**src/smpc_pkg.sv**
```systemverilog
// Package for the mode and protection control unit
package smpc_pkg;
    localparam int unsigned CLK_HZ = 10_000_000;
    localparam int unsigned NS_PER_CLK = 1_000_000_000 / CLK_HZ;
    localparam int unsigned BLANK_MS = 20;
    localparam int unsigned SPIKE_US = 25;
    localparam int unsigned OVP_US = 120;
    localparam int unsigned SHORT_NS = 190;
    localparam int unsigned LATCH_DLY_MS = 2;
    localparam int unsigned BLANK_CYC = BLANK_MS * (CLK_HZ / 1000);
    localparam int unsigned SPIKE_CYC = SPIKE_US * (CLK_HZ / 1_000_000);
    localparam int unsigned OVP_CYC = OVP_US * (CLK_HZ / 1_000_000);
    localparam int unsigned SHORT_CYC = (SHORT_NS + NS_PER_CLK - 1) / NS_PER_CLK;
    localparam int unsigned LATCH_DLY_CYC = LATCH_DLY_MS * (CLK_HZ / 1000);

    // Wishbone register map
    localparam logic [3:0] ADDR_CTRL = 4'h0;
    localparam logic [3:0] ADDR_STAT = 4'h4;
    localparam logic [3:0] ADDR_ID = 4'h8;
    localparam logic [31:0] ID_VALUE = 32'h0000A5C3; // Arbitrary value
    localparam int unsigned CTRL_LATCH_EN_BIT = 0;
    localparam int unsigned CTRL_BURST_EN_BIT = 1;
    localparam logic [1:0] CTRL_RESET = 2'h3;

    typedef enum logic [2:0] {
        ST_STARTUP = 3'b000,
        ST_NORMAL = 3'b001,
        ST_BURST = 3'b010,
        ST_AR_WAIT = 3'b011,
        ST_RESTART = 3'b100,
        ST_LATCHED = 3'b101
    } smpc_mode_e;

    typedef struct packed {
        logic fb_low;        // Feedback below 1.23 V
        logic fb_high;       // Feedback above 4.2 V
        logic fb_wake;       // Feedback above 3.5 V
        logic fb_sleep;      // Feedback at or below 3.0 V
        logic bl_charged;    // Blanking pin reached 4.0 V
        logic bl_pulled;     // Blanking pin below 0.33 V
        logic cs_short;      // Current sense above 1.66 V
        logic vcc_ovp;       // Supply above 25.5 V
        logic vcc_uv;        // Supply below 10.5 V
        logic vcc_on;        // Supply above 18 V
        logic vcc_rst;       // Supply below 6.23 V
        logic over_temp;     // Above thermal shutdown threshold
        logic softstart_done; // Start-up completed
    } smpc_flags_s;

    typedef struct packed {
        logic bias_en;
        logic burst_limit_sel;
        logic blanking_clamp_switch;
        logic startup_cell_on;
        logic switching_en;
        logic burst_flag;
        logic latched_off;
        logic auto_restart;
    } smpc_ctrl_s;
endpackage : smpc_pkg

```
**src/smpc_ctrl.sv**
```systemverilog
// Mode, blanking and protection control with a Wishbone register port
`timescale 1ns/1ns
module smpc_ctrl #(
    parameter int unsigned BLANK_CYCLES = smpc_pkg::BLANK_CYC,
    parameter int unsigned LATCH_DLY_CYCLES = smpc_pkg::LATCH_DLY_CYC
) (
    input wire logic clk_sys,                    // 10 MHz time base
    input wire logic nrst,                       // Async reset, active low
    input wire smpc_pkg::smpc_flags_s flags_in,  // Raw comparator flags
    input wire logic wb_cyc_i,                   // Wishbone cycle
    input wire logic wb_stb_i,                   // Wishbone strobe
    input wire logic wb_we_i,                    // Wishbone write
    input wire logic [3:0] wb_adr_i,             // Wishbone byte address
    input wire logic [3:0] wb_sel_i,             // Wishbone byte selects
    input wire logic [31:0] wb_dat_i,            // Wishbone write data
    output logic [31:0] wb_dat_o,                // Wishbone read data
    output logic wb_ack_o,                       // Wishbone acknowledge
    output smpc_pkg::smpc_ctrl_s ctrl_out        // Power stage controls
);
    import smpc_pkg::*;

    localparam int NF = $bits(smpc_flags_s);

    // Counters are 22 bits wide and a limit below two leaves no interval
    if (BLANK_CYCLES < 2 || LATCH_DLY_CYCLES < 2 || BLANK_CYCLES > 32'h003FFFFF || LATCH_DLY_CYCLES > 32'h003FFFFF)
    begin : g_bad_counts
        $error("smpc_ctrl: counts out of range");
    end

    // Three-stage synchronisers; second and third must agree
    logic [NF-1:0] s1_q, s2_q, s3_q, flt_q;
    logic [NF-1:0] flt_d;
    genvar gi;
    generate
        for (gi = 0; gi < NF; gi++)
        begin : g_sync
            assign flt_d[gi] = (s2_q[gi] == s3_q[gi]) ? s3_q[gi] : flt_q[gi];
        end
    endgenerate

    always_ff @(posedge clk_sys or negedge nrst)
    begin
        if (!nrst)
        begin
            s1_q <= '0;
            s2_q <= '0;
            s3_q <= '0;
            flt_q <= '0;
        end
        else
        begin
            s1_q <= flags_in;
            s2_q <= s1_q;
            s3_q <= s2_q;
            flt_q <= flt_d;
        end
    end

    smpc_flags_s f;
    assign f = flt_q;

    // Qualification counters: saturate at limit, restart when flag drops
    function automatic logic [21:0] qual_next(input logic cond, input logic [21:0] cnt, input logic [21:0] lim);
        if (!cond)
            qual_next = '0;
        else if (cnt >= lim)
            qual_next = lim;
        else
            qual_next = cnt + 22'h000001;
    endfunction : qual_next

    smpc_mode_e mode_q, mode_d;
    logic [21:0] blank_q, ovp_q, temp_q, short_q, spike_q, dly_q;
    logic [1:0] ctrl_q;
    logic bias_q, cell_q;

    localparam logic [21:0] LIM_BLANK = 22'(BLANK_CYCLES);
    localparam logic [21:0] LIM_OVP = 22'(OVP_CYC);
    localparam logic [21:0] LIM_SPIKE = 22'(SPIKE_CYC);
    localparam logic [21:0] LIM_SHORT = 22'(SHORT_CYC);
    localparam logic [21:0] LIM_DLY = 22'(LATCH_DLY_CYCLES);

    wire in_normal = (mode_q == ST_NORMAL);
    wire in_burst = (mode_q == ST_BURST);
    wire running = in_normal || in_burst;
    // Feedback low counts only in normal; high counts in normal or burst
    wire blank_cond = f.softstart_done && ((in_normal && f.fb_low) || (running && f.fb_high));
    wire [21:0] blank_d = qual_next(blank_cond, blank_q, LIM_BLANK);
    wire blank_done = (blank_q == LIM_BLANK);
    wire burst_enter = in_normal && blank_done && f.fb_low && ctrl_q[CTRL_BURST_EN_BIT];
    wire overload = running && blank_done && f.fb_high;
    // Spike timer runs once clamp is open and pin is charged
    wire spike_cond = (mode_q == ST_AR_WAIT) && f.bl_charged;
    wire [21:0] spike_d = qual_next(spike_cond, spike_q, LIM_SPIKE);
    wire ar_fire = (spike_q == LIM_SPIKE);
    wire [21:0] ovp_d = qual_next(f.vcc_ovp, ovp_q, LIM_OVP);
    wire [21:0] temp_d = qual_next(f.over_temp, temp_q, LIM_SPIKE);
    wire [21:0] short_d = qual_next(f.cs_short, short_q, LIM_SHORT);
    // Ignore window re-arms from the first cycle of start-up or restart
    wire [21:0] dly_d = (mode_d == ST_STARTUP || mode_d == ST_RESTART) ? '0 : qual_next(1'b1, dly_q, LIM_DLY);
    wire ext_latch = f.bl_pulled && (dly_q == LIM_DLY) && ctrl_q[CTRL_LATCH_EN_BIT];
    wire latch_trig = (ovp_q == LIM_OVP) || (temp_q == LIM_SPIKE) || (short_q == LIM_SHORT) || ext_latch;
    wire uv_trig = f.vcc_uv && (running || mode_q == ST_AR_WAIT);

    always_comb
    begin
        mode_d = mode_q;
        unique case (mode_q)
            ST_STARTUP, ST_RESTART:
                if (f.softstart_done)
                    mode_d = ST_NORMAL;
            ST_NORMAL:
                if (overload)
                    mode_d = ST_AR_WAIT;
                else if (burst_enter)
                    mode_d = ST_BURST;
            ST_BURST:
                if (overload)
                    mode_d = ST_AR_WAIT;
                else if (f.fb_high)
                    mode_d = ST_NORMAL;
            ST_AR_WAIT:
                if (ar_fire)
                    mode_d = ST_RESTART;
            ST_LATCHED:
                mode_d = ST_LATCHED;
            default:
                mode_d = ST_STARTUP;
        endcase
        if (uv_trig)
            mode_d = ST_RESTART;
        if (latch_trig && mode_q != ST_LATCHED)
            mode_d = ST_LATCHED;
        // Supply reset outranks a latch so the outputs follow the cleared mode
        if (f.vcc_rst)
            mode_d = ST_STARTUP;
    end

    always_ff @(posedge clk_sys or negedge nrst)
    begin
        if (!nrst)
        begin
            mode_q <= ST_STARTUP;
            blank_q <= '0;
            ovp_q <= '0;
            temp_q <= '0;
            short_q <= '0;
            spike_q <= '0;
            dly_q <= '0;
        end
        else if (f.vcc_rst)
        begin
            mode_q <= ST_STARTUP;
            blank_q <= '0;
            ovp_q <= '0;
            temp_q <= '0;
            short_q <= '0;
            spike_q <= '0;
            dly_q <= '0;
        end
        else
        begin
            mode_q <= mode_d;
            blank_q <= (mode_d != mode_q) ? '0 : blank_d;
            ovp_q <= ovp_d;
            temp_q <= temp_d;
            short_q <= short_d;
            spike_q <= spike_d;
            dly_q <= dly_d;
        end
    end

    // Bias in burst follows wake/sleep hysteresis
    // Leaving burst for any mode but latched restores bias at once instead of keeping an idle phase
    wire burst_stay = in_burst && (mode_d == ST_BURST);
    wire bias_d = burst_stay ? (f.fb_wake ? 1'b1 : (f.fb_sleep ? 1'b0 : bias_q))
                             : (mode_d == ST_BURST ? 1'b0 : (mode_d != ST_LATCHED));
    // Latched off: lockout hysteresis drives the cell
    wire cell_d = (mode_q == ST_LATCHED) ? (f.vcc_uv ? 1'b1 : (f.vcc_on ? 1'b0 : cell_q))
                : (mode_q == ST_STARTUP || mode_q == ST_RESTART) ? !f.vcc_on : 1'b0;
    wire clamp_d = (mode_d == ST_AR_WAIT);

    always_ff @(posedge clk_sys or negedge nrst)
    begin
        if (!nrst)
        begin
            bias_q <= 1'b0;
            cell_q <= 1'b0;
            ctrl_out <= '0;
        end
        else
        begin
            bias_q <= bias_d;
            cell_q <= cell_d;
            ctrl_out.bias_en <= bias_d;
            ctrl_out.burst_limit_sel <= (mode_d == ST_BURST);
            ctrl_out.blanking_clamp_switch <= !clamp_d;
            ctrl_out.startup_cell_on <= cell_d;
            ctrl_out.switching_en <= (mode_d != ST_LATCHED) && (mode_d != ST_AR_WAIT) && bias_d;
            ctrl_out.burst_flag <= (mode_d == ST_BURST);
            ctrl_out.latched_off <= (mode_d == ST_LATCHED);
            ctrl_out.auto_restart <= (mode_d == ST_RESTART);
        end
    end

    // Wishbone slave: one registered ack per request, a cycle after the strobe
    wire wb_req = wb_cyc_i && wb_stb_i && !wb_ack_o;
    wire [31:0] rd_mux = (wb_adr_i == ADDR_CTRL) ? {30'h0, ctrl_q}
                       : (wb_adr_i == ADDR_STAT) ? {11'h0, flt_q, 5'h0, mode_q}
                       : (wb_adr_i == ADDR_ID) ? ID_VALUE : 32'h0;

    always_ff @(posedge clk_sys or negedge nrst)
    begin
        if (!nrst)
        begin
            ctrl_q <= CTRL_RESET;
            wb_ack_o <= 1'b0;
            wb_dat_o <= '0;
        end
        else
        begin
            wb_ack_o <= wb_req;
            if (wb_req)
                wb_dat_o <= rd_mux;
            if (wb_req && wb_we_i && wb_sel_i[0] && wb_adr_i == ADDR_CTRL)
                ctrl_q <= wb_dat_i[1:0];
        end
    end
endmodule : smpc_ctrl

```
**config.mk**
```make
export PLATFORM = sky130hd
export DESIGN_NAME = smpc_ctrl
export DESIGN_NICKNAME = d
export VERILOG_FILES = /design/src/smpc_pkg.sv /design/src/smpc_ctrl.sv
export SDC_FILE = /design/constraint.sdc
export NUM_CORES = 1
export LEC_CHECK = 0
export ABC_AREA = 1
export BUFFER_PORTS_ARGS = -buffer_cell sky130_fd_sc_hd__buf_4
export CAP_MARGIN = 10
export CORE_MARGIN = 5
export CORE_UTILIZATION = 60
export CTS_CLUSTER_DIAMETER = 50
export DETAILED_ROUTE_END_ITERATION = 10
export GPL_TIMING_DRIVEN = 0
export PLACE_DENSITY_LB_ADDON = 0.15
export SYNTH_ARGS = -nofsm -noshare
export SYNTH_HDL_FRONTEND = slang
export SYNTH_SLANG_ARGS = --single-unit
```
**constraint.sdc**
```tcl
create_clock -name clk_sys -period 6.11 [get_ports clk_sys]
set_clock_uncertainty 0.1 [all_clocks]
set_input_delay 0.3055 -clock clk_sys [delete_from_list [all_inputs] [get_ports clk_sys]]
set_output_delay 0.3055 -clock clk_sys [all_outputs]
set_load 0.01 [all_outputs]
```
Word-level counts from Yosys, hierarchy flattened
Cells that the tools add are included.
{"block": "op_classes", "n_addsub": 6, "n_lt_le_gt_ge": 6, "eq_ne": 35, "n_mux": 41, "n_reduce_logical": 36}
{"cell": "$mux W22", "n": 19}
{"cell": "$add A22 B1 Y22 const B", "n": 6}
{"cell": "$eq A22 B8 Y1 const B", "n": 2}
{"cell": "$ge A22 B8 Y1 const B", "n": 2}
{"cell": "$mux W21", "n": 2}
{"cell": "$mux W3", "n": 10}
{"cell": "$eq A22 B11 Y1 const B", "n": 1}
{"cell": "$eq A22 B15 Y1 const B", "n": 1}
{"cell": "$eq A22 B18 Y1 const B", "n": 1}
{"cell": "$eq A22 B2 Y1 const B", "n": 1}
{"cell": "$ge A22 B11 Y1 const B", "n": 1}
{"cell": "$ge A22 B15 Y1 const B", "n": 1}
{"cell": "$ge A22 B18 Y1 const B", "n": 1}
{"cell": "$ge A22 B2 Y1 const B", "n": 1}
{"cell": "$logic_and A1 B1 Y1", "n": 21}
{"cell": "$mux W16", "n": 1}
{"cell": "$pmux W3 S5", "n": 1}
{"cell": "$eq A1 B1 Y1", "n": 13}
{"cell": "$eq A3 B2 Y1 const B", "n": 4}
{"cell": "$eq A3 B3 Y1 const B", "n": 4}
{"cell": "$ne A3 B3 Y1 const B", "n": 3}
{"cell": "$logic_or A1 B1 Y1", "n": 8}
{"cell": "$mux W1", "n": 8}
{"cell": "$logic_not A3 Y1", "n": 2}
{"cell": "8 further kinds", "n": 10}
{"block": "totals", "ff_bits": 229, "in_bits": 58, "out_inout_bits": 41, "elab_cells": 157}

Depth between registers and ports, before layout
Gate-level depths: netlist of the first run.
{"block": "logic_depth", "depth_word": 14, "mapped_depth": 19, "ltp_nobuf": 17}

Worst setup path before layout of the first run
No wires, ideal clock.
{"block": "synth_timing", "path_type": "register to register", "from": "register blank_q[0]", "to": "register blank_q[10]", "setup_time_ps": 128, "arrival_ps": 1797, "required_time_ps": 5882, "slack_ps": 4086, "stages_incl_launch_ff": 19, "path_buffers": 1, "period_less_slack_ps": 2024, "path_cell_list": "dfrtp_1 > inv_1 > ha_1 > nand3_1 > nor2_1 > nand2_1 > nor2_2 > nand2_1 > nand2_1 > nand2_1 > nand2_1 > nand2_1 > nand2_1 > nand2_2 > nand2_2 > nand2_1 > nand3_4 > buf_12 > nor2_4"}
{"block": "synth_between", "elab_chain_len": 13, "elab_cells_between_ends": 20, "cone_classes": "add/sub: 1; order compare: 1; eq/ne: 2; mux: 11; reduce/logical: 5"}
{"item": "start: declaration", "line_no": "smpc_ctrl.sv:73", "text": "logic [21:0] blank_q, ovp_q, temp_q, short_q, spike_q, dly_q;"}
{"item": "start signal: assignment", "line_no": "smpc_ctrl.sv:164", "text": "blank_q <= (mode_d != mode_q) ? '0 : blank_d;"}
{"item": "$eq A22 B18 Y1", "line_no": "smpc_ctrl.sv:89", "text": "wire blank_done = (blank_q == LIM_BLANK);"}
{"item": "$logic_and A1 B1 Y1 (3 in series)", "line_no": "smpc_ctrl.sv:90", "text": "wire burst_enter = in_normal && blank_done && f.fb_low && ctrl_q[CTRL_BURST_EN_BIT];"}
{"item": "$mux W3", "line_no": "smpc_ctrl.sv:115", "text": "else if (burst_enter)"}
{"item": "$mux W3", "line_no": "smpc_ctrl.sv:113", "text": "if (overload)"}
{"item": "$pmux W3 S5", "line_no": "smpc_ctrl.sv:108", "text": "unique case (mode_q)"}
{"item": "$mux W3", "line_no": "smpc_ctrl.sv:130", "text": "if (uv_trig)"}
{"item": "$mux W3", "line_no": "smpc_ctrl.sv:132", "text": "if (latch_trig && mode_q != ST_LATCHED)"}
{"item": "$mux W3", "line_no": "smpc_ctrl.sv:135", "text": "if (f.vcc_rst)"}
{"item": "$ne A3 B3 Y1", "line_no": "smpc_ctrl.sv:164"}
{"item": "$mux W22 *", "line_no": "smpc_ctrl.sv:164"}
{"item": "$mux W22 *", "line_no": "smpc_ctrl.sv:151", "text": "else if (f.vcc_rst)"}
Every way passes the cells marked *; elsewhere a longest branch is shown, timed or not.
A chain may end at the register's enable or synchronous reset.

Worst setup path in the final report of the first run
{"block": "layout_timing", "from": "register blank_q[0]", "to": "register blank_q[16]"}
The elaborated chain is that of the path after synthesis.

==> results.md, run 1 <==
* CP max stage delay at between 0.4 and 0.5 ns
* Clock tree from TritonCTS: done
* Internal Dissipation at ~0.0023 W
* Critical Path End Type: flip-flop
* Hold depth at 4
* Area fraction of the dominant cell type after synthesis at roughly three fifths
* Switching portion of total power at around a quarter
* Vert. Die Dim at 132 um
* Number of distinct library cells after synthesis at 44
* Number of detailed-route iterations in the first pass at 5
* Worst Path Max Fanout at 10
* Mean Syn Cell Area at ~9.5 sq um
* Core ar. at 14600 sq um
* Number of cells produced by synthesis at between 900 and 1000
* Leakage power total at around 5.2 nW
* Area overhead of the layout relative to synthesis at 20.2%
* Max IR drop VDD at ~280 uV
* I/O pin cnt at ~100
* Final instance count without filler cells at 1316
* Total number of cells along the worst setup path at 18
* Finish-stage setup viols at 0
* 1st-iter DRT viols at around 500
* Path type of the worst min-delay path: input port to flip-flop
* Number of flip-flops and latches in the synthesized netlist at between 200 and 250
* Top cells by area in the synthesized netlist: dfrtp_1 59%, nand2_1 7.1%, nor2_1 6.2%
* Clock root buffer: clkbuf_16
* PD cells at 285 nW/um^2
* Power dissipated by switching net loads at roughly 0.00074 W
* CP top delay family: simple AND/OR/NAND/NOR gates
* Quantity of gates resized following cts at 0
* FF+latch area at between 5000 and 6000 sq um
* Aggregate global routing overflow at 0
* Synthesized area at 9000 sq um
* Antenna violations before repair at 0
* Sinks on the clock net at about 210
* Critical Setup Path Class: flip-flop to flip-flop
* Number of nets in the final layout at approximately 1200
* Final cycle utilization of the critical path at between 30% and 40%
* Leading cell type by number of instances after synthesis: dfrtp_1
* Total placed cells including tap cells at about 1300
* Overall via count from detail_route at 6551
* Number of cell rows at 44
* Die area at between 15000 and 20000 sq um
* Normalized max-slew margin at between 50% and 60%
* HPWL reported at the end of detailed placement at 11900 um
* Final-report max-slew violation count at 0
* Clock latency of the later-clocked register in the worst-skew pair at slightly above 0.5 ns
* Top cell types by occurrence after synthesis: 212 x dfrtp_1, 169 x nand2_1, 149 x nor2_1
* Number of buffers created by CTS at 22
* Vias per inst at ~5.0
* Maximum buffer depth of the clock tree at 3
* Final total negative setup slack at 0 ns
* Shortest period the worst path allows at 2.36 ns
* Slowest cell on crit path: dfrtp_1
* EDFF count, synth at 0
* Worst path required time at between 6 and 7 ns
* Most repeated library cell on the critical path: nand2_1
* Relative contribution of the clock network to total power at 41.9%
* Finished Core Util at about three quarters
* Post-synth top flop: dfrtp_1
* Fraction of registers with async set or reset after synthesis at 100%
* GP Congestion at 0.886
* Transition time at the pin with the least slew margin at 0.658 ns
* Cell breakdown of the critical path: inv_1 -> ha_1 -> nand3_1 -> nor2_1 -> nand2_1 -> nor2_2 -> nand2_1 -> nand2_1 -> nand2_1 -> nand2_1 -> nand2_1 -> nand2_1 -> nand2_2 -> nand2_2 -> nand2_1 -> nand3_4 -> buf_12 -> nor2_4
* H-tree lvl count at 1
* Run status: finished clean
* Critical Path Source Type: flip-flop
* MaxCap Viol Count at 0
* Sequential Power Share at about half
* Share of synthesized area occupied by flip-flops and latches at between 50% and 60%
* Number of DRC violations after detailed routing at 0
* Global-route wire length before repair at 31000 um
* Unrepaired setup endpoints after global routing: false
* Fmax at roughly 420 MHz
* Hold Fails Final Rpt at 0
* Post-route antenna net violation count at 0
* Total global-route track usage at a little over a fifth
* Fraction of met2 tracks used by global routing at 36.4%
* GR Layer Usage met1 at about 28%
* DIE WIDTH at roughly 130 um
* Via count of the first global-routing pass at 6616
* Multi-input gate area at between 3000 and 4000 sq um
* Global-route layer with the greatest usage: met2
* Routed wire per std cell at around 14 um
* Met3 track demand over resource in global routing at ~4.1%
* Library cell occupying the most area in the post-synthesis netlist: dfrtp_1
* Pin count of the biggest net entering global routing at approximately 130
* PortBufs at between 50 and 60
* Layout cells sized above 1 at roughly 14%
* Layout filler cell count at 1036
* Critical Path AT at roughly 2.6 ns
* Register clock-pin slew on the reported worst setup and hold paths at ~0.060 ns
* Crit path buf inv count at 2
* Worst reg2reg path depth at 18
* Logic pwr share at 8.3%
* Sum of routed wire length over all layers at 17800 um
* Number of antenna diodes at 0
* Initial Util at between 60% and 70%
* Yosys synthesis warning count at 0
cell usage in the layout (no fill, tap or decap), types with 12 or more instances in the layout:
cell type      instances
inv_2                 12
nand2_1              169
nor3_1                22
nor2_1               149
dlygate4sd3_1         16
buf_4                 69
nand4_1               18
ha_1                  12
o21ai_0               36
dfrtp_1              212
nand3_1               55
a21oi_1               27
inv_1                 95
conb_1                83
clkbuf_16             22
nor2_4                12
maj3_1                13
power by group through the flow:
stage / sequential, W / combinational, W / clock [W]
floorplan: 0.00155 / 0.000156 / 0
global placement: 0.00155 / 0.000238 / 0
detailed placement: 0.00156 / 0.000246 / 0
CTS: 0.00153 / 0.000256 / 0.00131
global route: 0.00154 / 0.000290 / 0.00139
finish: 0.00153 / 0.000255 / 0.00129
cell type report:
| class | count | share of cell area (%) |
|---|---|---|
| clock buffer | 32 | 5.81 |
| multi-input combinational | 676 | 31.0 |
| buffer | 27 | 1.78 |
| clock inverter | 7 | 0.694 |
| timing repair buffer | 68 | 5.34 |
| inverter | 108 | 3.75 |
| tap | 184 | 2.13 |
| sequential | 214 | 49.5 |
cells by family (layout without fill, tap and decap cells):
family / after synthesis / after routing / share of synthesized area (%)
AO/OA/AOI/OAI: 85 / 85 / 5.17
XOR/XNOR: 19 / 19 / 1.85
adder cells (fa/ha/maj): 25 / 25 / 3.11
buffers and inverters: 135 / 242 / 6.65
flip-flops: 214 / 214 / 59.5
multiplexers: 1 / 1 / 0.125
other: 1 / 83 / 0.0417
AND/OR/NAND/NOR: 463 / 463 / 23.5
worst paths after layout:
kind | slack, ns | from | to
setup / recovery | 3.75 | blank_q[0] | blank_q[16]
hold / removal | 0.10 | wb_adr_i[2] | wb_dat_o[15]
setup reg to reg | 3.75 | blank_q[0] | blank_q[16]
hold reg to reg | 0.25 | s1_q[1] | s2_q[1]
max in group asynchronous | 4.60 | nrst | spike_q[6]
min in group asynchronous | 0.31 | nrst | ovp_q[0]
layer usage:
layer,up-vias,share of wire [%]
li1,3277,-
met1,3108,44
met4,0,1.9
met5,-,0
met2,138,50
met3,28,4.7
registers in the layout, indices dropped and copies added, names as in the netlist, 17 cells and up:
name and flops:
dly_q 22, temp_q 22, short_q 22, blank_q 22
wb_dat_o 17, spike_q 22, ovp_q 22
what timing repair did:
item | 4_1_cts | 5_1_grt
endpoints found under the hold margin | 100 | 0
hold buffers | 16 | 0
setup buffers | 0 | 0
worst reg2reg max path, cell delays in order, from the launching register on:
cell	delay, ns
dfrtp_1	0.42
inv_1	0.09
ha_1	0.17
nand3_1	0.08
nor2_1	0.16
nand2_1	0.09
nor2_2	0.13
nand2_1	0.07
nand2_1	0.06
nand2_1	0.04
nand2_1	0.06
nand2_1	0.05
nand2_1	0.09
nand2_2	0.08
nand2_2	0.08
nand2_1	0.09
nand3_4	0.16
buf_12	0.20
nor2_4	0.04
metrics by stage:
stage | total power [W] | hold slack, ns | area, sq um | setup WS [ns]
after floorplan | 0.00170 | -0.0901 | 9310 | 4.09
after global placement | 0.00179 | 0.231 | 9920 | 3.22
after detailed placement | 0.00180 | 0.239 | 9950 | 3.75
after CTS | 0.00310 | 0.0634 | 10800 | 3.73
after global routing | 0.00322 | 0.115 | 10800 | 3.52
final | 0.00308 | 0.101 | 10800 | 3.75
Note: power is estimated with default switching activity, not from simulation.
==> run 2: changes to the inputs <==
- CORE_UTILIZATION: 60 -> 58
- clock period: 6.11 -> 2.3 ns (I/O delays scaled with it)
==> results.md, run 2 (same netlist as run 1, synthesis figures left out) <==
* Run status: finished clean
* Total placed cells including tap cells at 1265 (+0.32%)
* Total power after layout at 0.00870 W (+180%)
* Power dissipated by switching net loads at 0.00211 W (+190%)
* Worst reg2reg path depth at 17 (-1)
* Hold Fails Final Rpt at 0 (unchanged)
* Number of nets in the final layout at 1204 (+1.4%)
* Vias per inst at 4.93 (-1.0%)
* GP Congestion at 0.894 (+0.98%)
* Leakage power total at 5.37 nW (+3.1%)
* Transition time at the pin with the least slew margin at 0.782 ns (+0.124 ns)
* MaxCap Viol Count at 0 (unchanged)
* Path type of the worst min-delay path: input port to flip-flop
* Fmax at 436 MHz (+3.0%)
* Unrepaired setup endpoints after global routing: true
* Maximum buffer depth of the clock tree at 3 (unchanged)
* Area overhead of the layout relative to synthesis at 24.4%
* Critical Path AT at 2.64 ns (about the same)
* Slack of the worst reg-to-reg path at 0.005 ns (-3.74 ns)
* Worst setup path startpoint: temp_q[0]
* Core ar. at 15200 sq um (+3.8%)
* Sinks on the clock net at 214 (unchanged)
* Finish-stage setup viols at 0 (unchanged)
* R2R Path End: blank_q[9]
* Routed wire per std cell at 13.3 um (-1.1%)
* Via count of the first global-routing pass at 6528 (-1.3%)
* Pin count of the biggest net entering global routing at 110 (-14%)
* Final cycle utilization of the critical path at 99.8% (+61 points)
* Worst Path Max Fanout at 5 (-5)
* Shortest period the worst path allows at 2.29 ns (-0.0699 ns)
* Switching portion of total power at 24.2% (+0.25 points)
* Number of buffers created by CTS at 24 (+9.1%)
* 1st-iter DRT viols at 403 (-19%)
* I/O pin cnt at 99 (unchanged)
* Critical Path End Type: flip-flop
* PD cells at 777 nW/um^2 (+170%)
* Layout cells sized above 1 at 17.7% (+3.5 points)
* Logic pwr share at 8.9% (+0.6 points)
* Antenna violations before repair at 0 (unchanged)
* Beginning of the worst hold path: wb_stb_i
* PortBufs at 51 (unchanged)
* Commonest non-fill, non-tap cell in the layout: dfrtp_1
* Worst path required time at 2.64 ns (-3.74 ns)
* Aggregate global routing overflow at 0 (unchanged)
* Normalized max-slew margin at 47.9% (-8.3 points)
* Number of detailed-route iterations in the first pass at 5 (unchanged)
* Clock tree from TritonCTS: done
* H-tree lvl count at 1 (unchanged)
* Sum of routed wire length over all layers at 17900 um (+0.66%)
* Critical Setup Path Class: flip-flop to flip-flop
* Clock root buffer: clkbuf_16
* Layout filler cell count at 1114 (+7.5%)
* Critical register-to-register path startpoint: temp_q[0]
* Number of cell rows at 45 (+2.3%)
* Clock latency of the later-clocked register in the worst-skew pair at 0.51 ns (about the same)
* DIE WIDTH at 135 um (+1.6%)
* Highest-count cells in the layout ignoring fill and taps: 212 x dfrtp_1, 162 x nand2_1, 147 x nor2_1
* Overall via count from detail_route at 6603 (+0.79%)
* Register clock-pin slew on the reported worst setup and hold paths at 0.06 ns (about the same)
* Initial Util at 59.2% (-2.3 points)
* Multi-input gate area at 3450 sq um (+3.1%)
* Post-route antenna net violation count at 0 (unchanged)
* Number of DRC violations after detailed routing at 0 (unchanged)
* FF+latch area at 5360 sq um (unchanged)
* Number of antenna diodes at 0 (unchanged)
* Vert. Die Dim at 135 um (+1.6%)
* Final instance count without filler cells at 1340 (+1.8%)
* Die area at 18100 sq um (+3.2%)
* Hold depth at 4 (unchanged)
* Sequential Power Share at 46.8% (-3.0 points)
* Max IR drop VDD at 627 uV (+120%)
* Relative contribution of the clock network to total power at 44.4% (+2.5 points)
* Internal Dissipation at 0.00659 W (+180%)
* Global-route wire length before repair at 30300 um (-2.3%)
* HPWL reported at the end of detailed placement at 11700 um (-1.2%)
* Worst min-delay path endpoint: wb_ack_o
* Final-report max-slew violation count at 0 (unchanged)
* Critical Path Source Type: flip-flop
* Total global-route track usage at 20.2% (-1.1 points)
-- run 2: changes by cell type in the layout (fill, tap and decap cells not counted), sizes merged, moves of 2 or more --
| cell | delta |
|---|---|
| buf | +10 |
| clkbuf | -3 |
| clkinvlp | +2 |
| dlygate4sd3 | +5 |
| inv | +4 |
-- run 2: final cells by class --
type / instances / area share, %
flip-flops and latches: 214 / 47.8
multi-input cells: 676 / 30.8
repair buffers: 84 / 6.67
clock buffers: 29 / 5.99
inverters: 108 / 3.64
well taps: 188 / 2.10
plain buffers: 26 / 1.55
clock inverters: 15 / 1.35
-- run 2: metrics by stage --
step                      TNS, ns  setup slack [ns]  util [%]  cell area (sq um)  hold slack (ns)
after global placement     -82.98            -0.407      65.3               9920            0.125
final                           0           0.00520      73.7              11200          0.00801
after floorplan                 0             0.276         -               9310           -0.281
after global routing        -3.28            -0.176      73.7              11200           0.0181
after detailed placement   -0.457           -0.0508      65.5               9960            0.114
after CTS                  -0.122           -0.0276      72.9              11100           0.0267
-- run 2: repair_timing --
item	4_1_cts	5_1_grt
hold buffers	21	0
setup endpoints to repair	13	35
pin swaps	8	13
buffers inserted	6	4
gates cloned	1	0
hold endpoints to repair	121	0
resized for setup	3	31
-- run 2: power groups by stage --
stage / logic, W / clock network [W] / registers (W)
floorplan: 0.000413 / 0 / 0.00411
global placement: 0.000635 / 0 / 0.00413
detailed placement: 0.000654 / 0 / 0.00413
CTS: 0.000756 / 0.00394 / 0.00407
global route: 0.000864 / 0.00411 / 0.00409
finish: 0.000772 / 0.00386 / 0.00407
-- run 2: metal layers --
metal  GRT usage (%)  part of all wire [%]  up-vias
met3            3.54                   5.1       28
li1                -                     -     3300
met5               0                     0        -
met2            33.7                    48      146
met1            27.9                    45     3129
met4            5.09                   1.8        0
-- run 2: worst max-delay path: stages, from the launching register on --
cell	delay (ns)
dfrtp_1	0.38
inv_1	0.08
ha_2	0.20
nand3_2	0.10
nor2_4	0.16
buf_4	0.12
inv_1	0.03
nor2_1	0.11
nor2_1	0.07
nand3_1	0.08
nand2_1	0.06
nand4_1	0.10
nand2_2	0.08
nor2_4	0.09
nand3_4	0.11
buf_12	0.15
buf_16	0.14
nor2_4	0.06
-- run 2: worst max-delay path by stage --
| stage | end | slack, ns |
|---|---|---|
| CTS | blank_q[13] | -0.03 |
| finish | blank_q[9] | 0.005 |
| global placement | blank_q[12] | -0.41 |
| detailed placement | blank_q[12] | -0.05 |
| global route | blank_q[9] | -0.18 |
| floorplan | blank_q[10] | 0.28 |
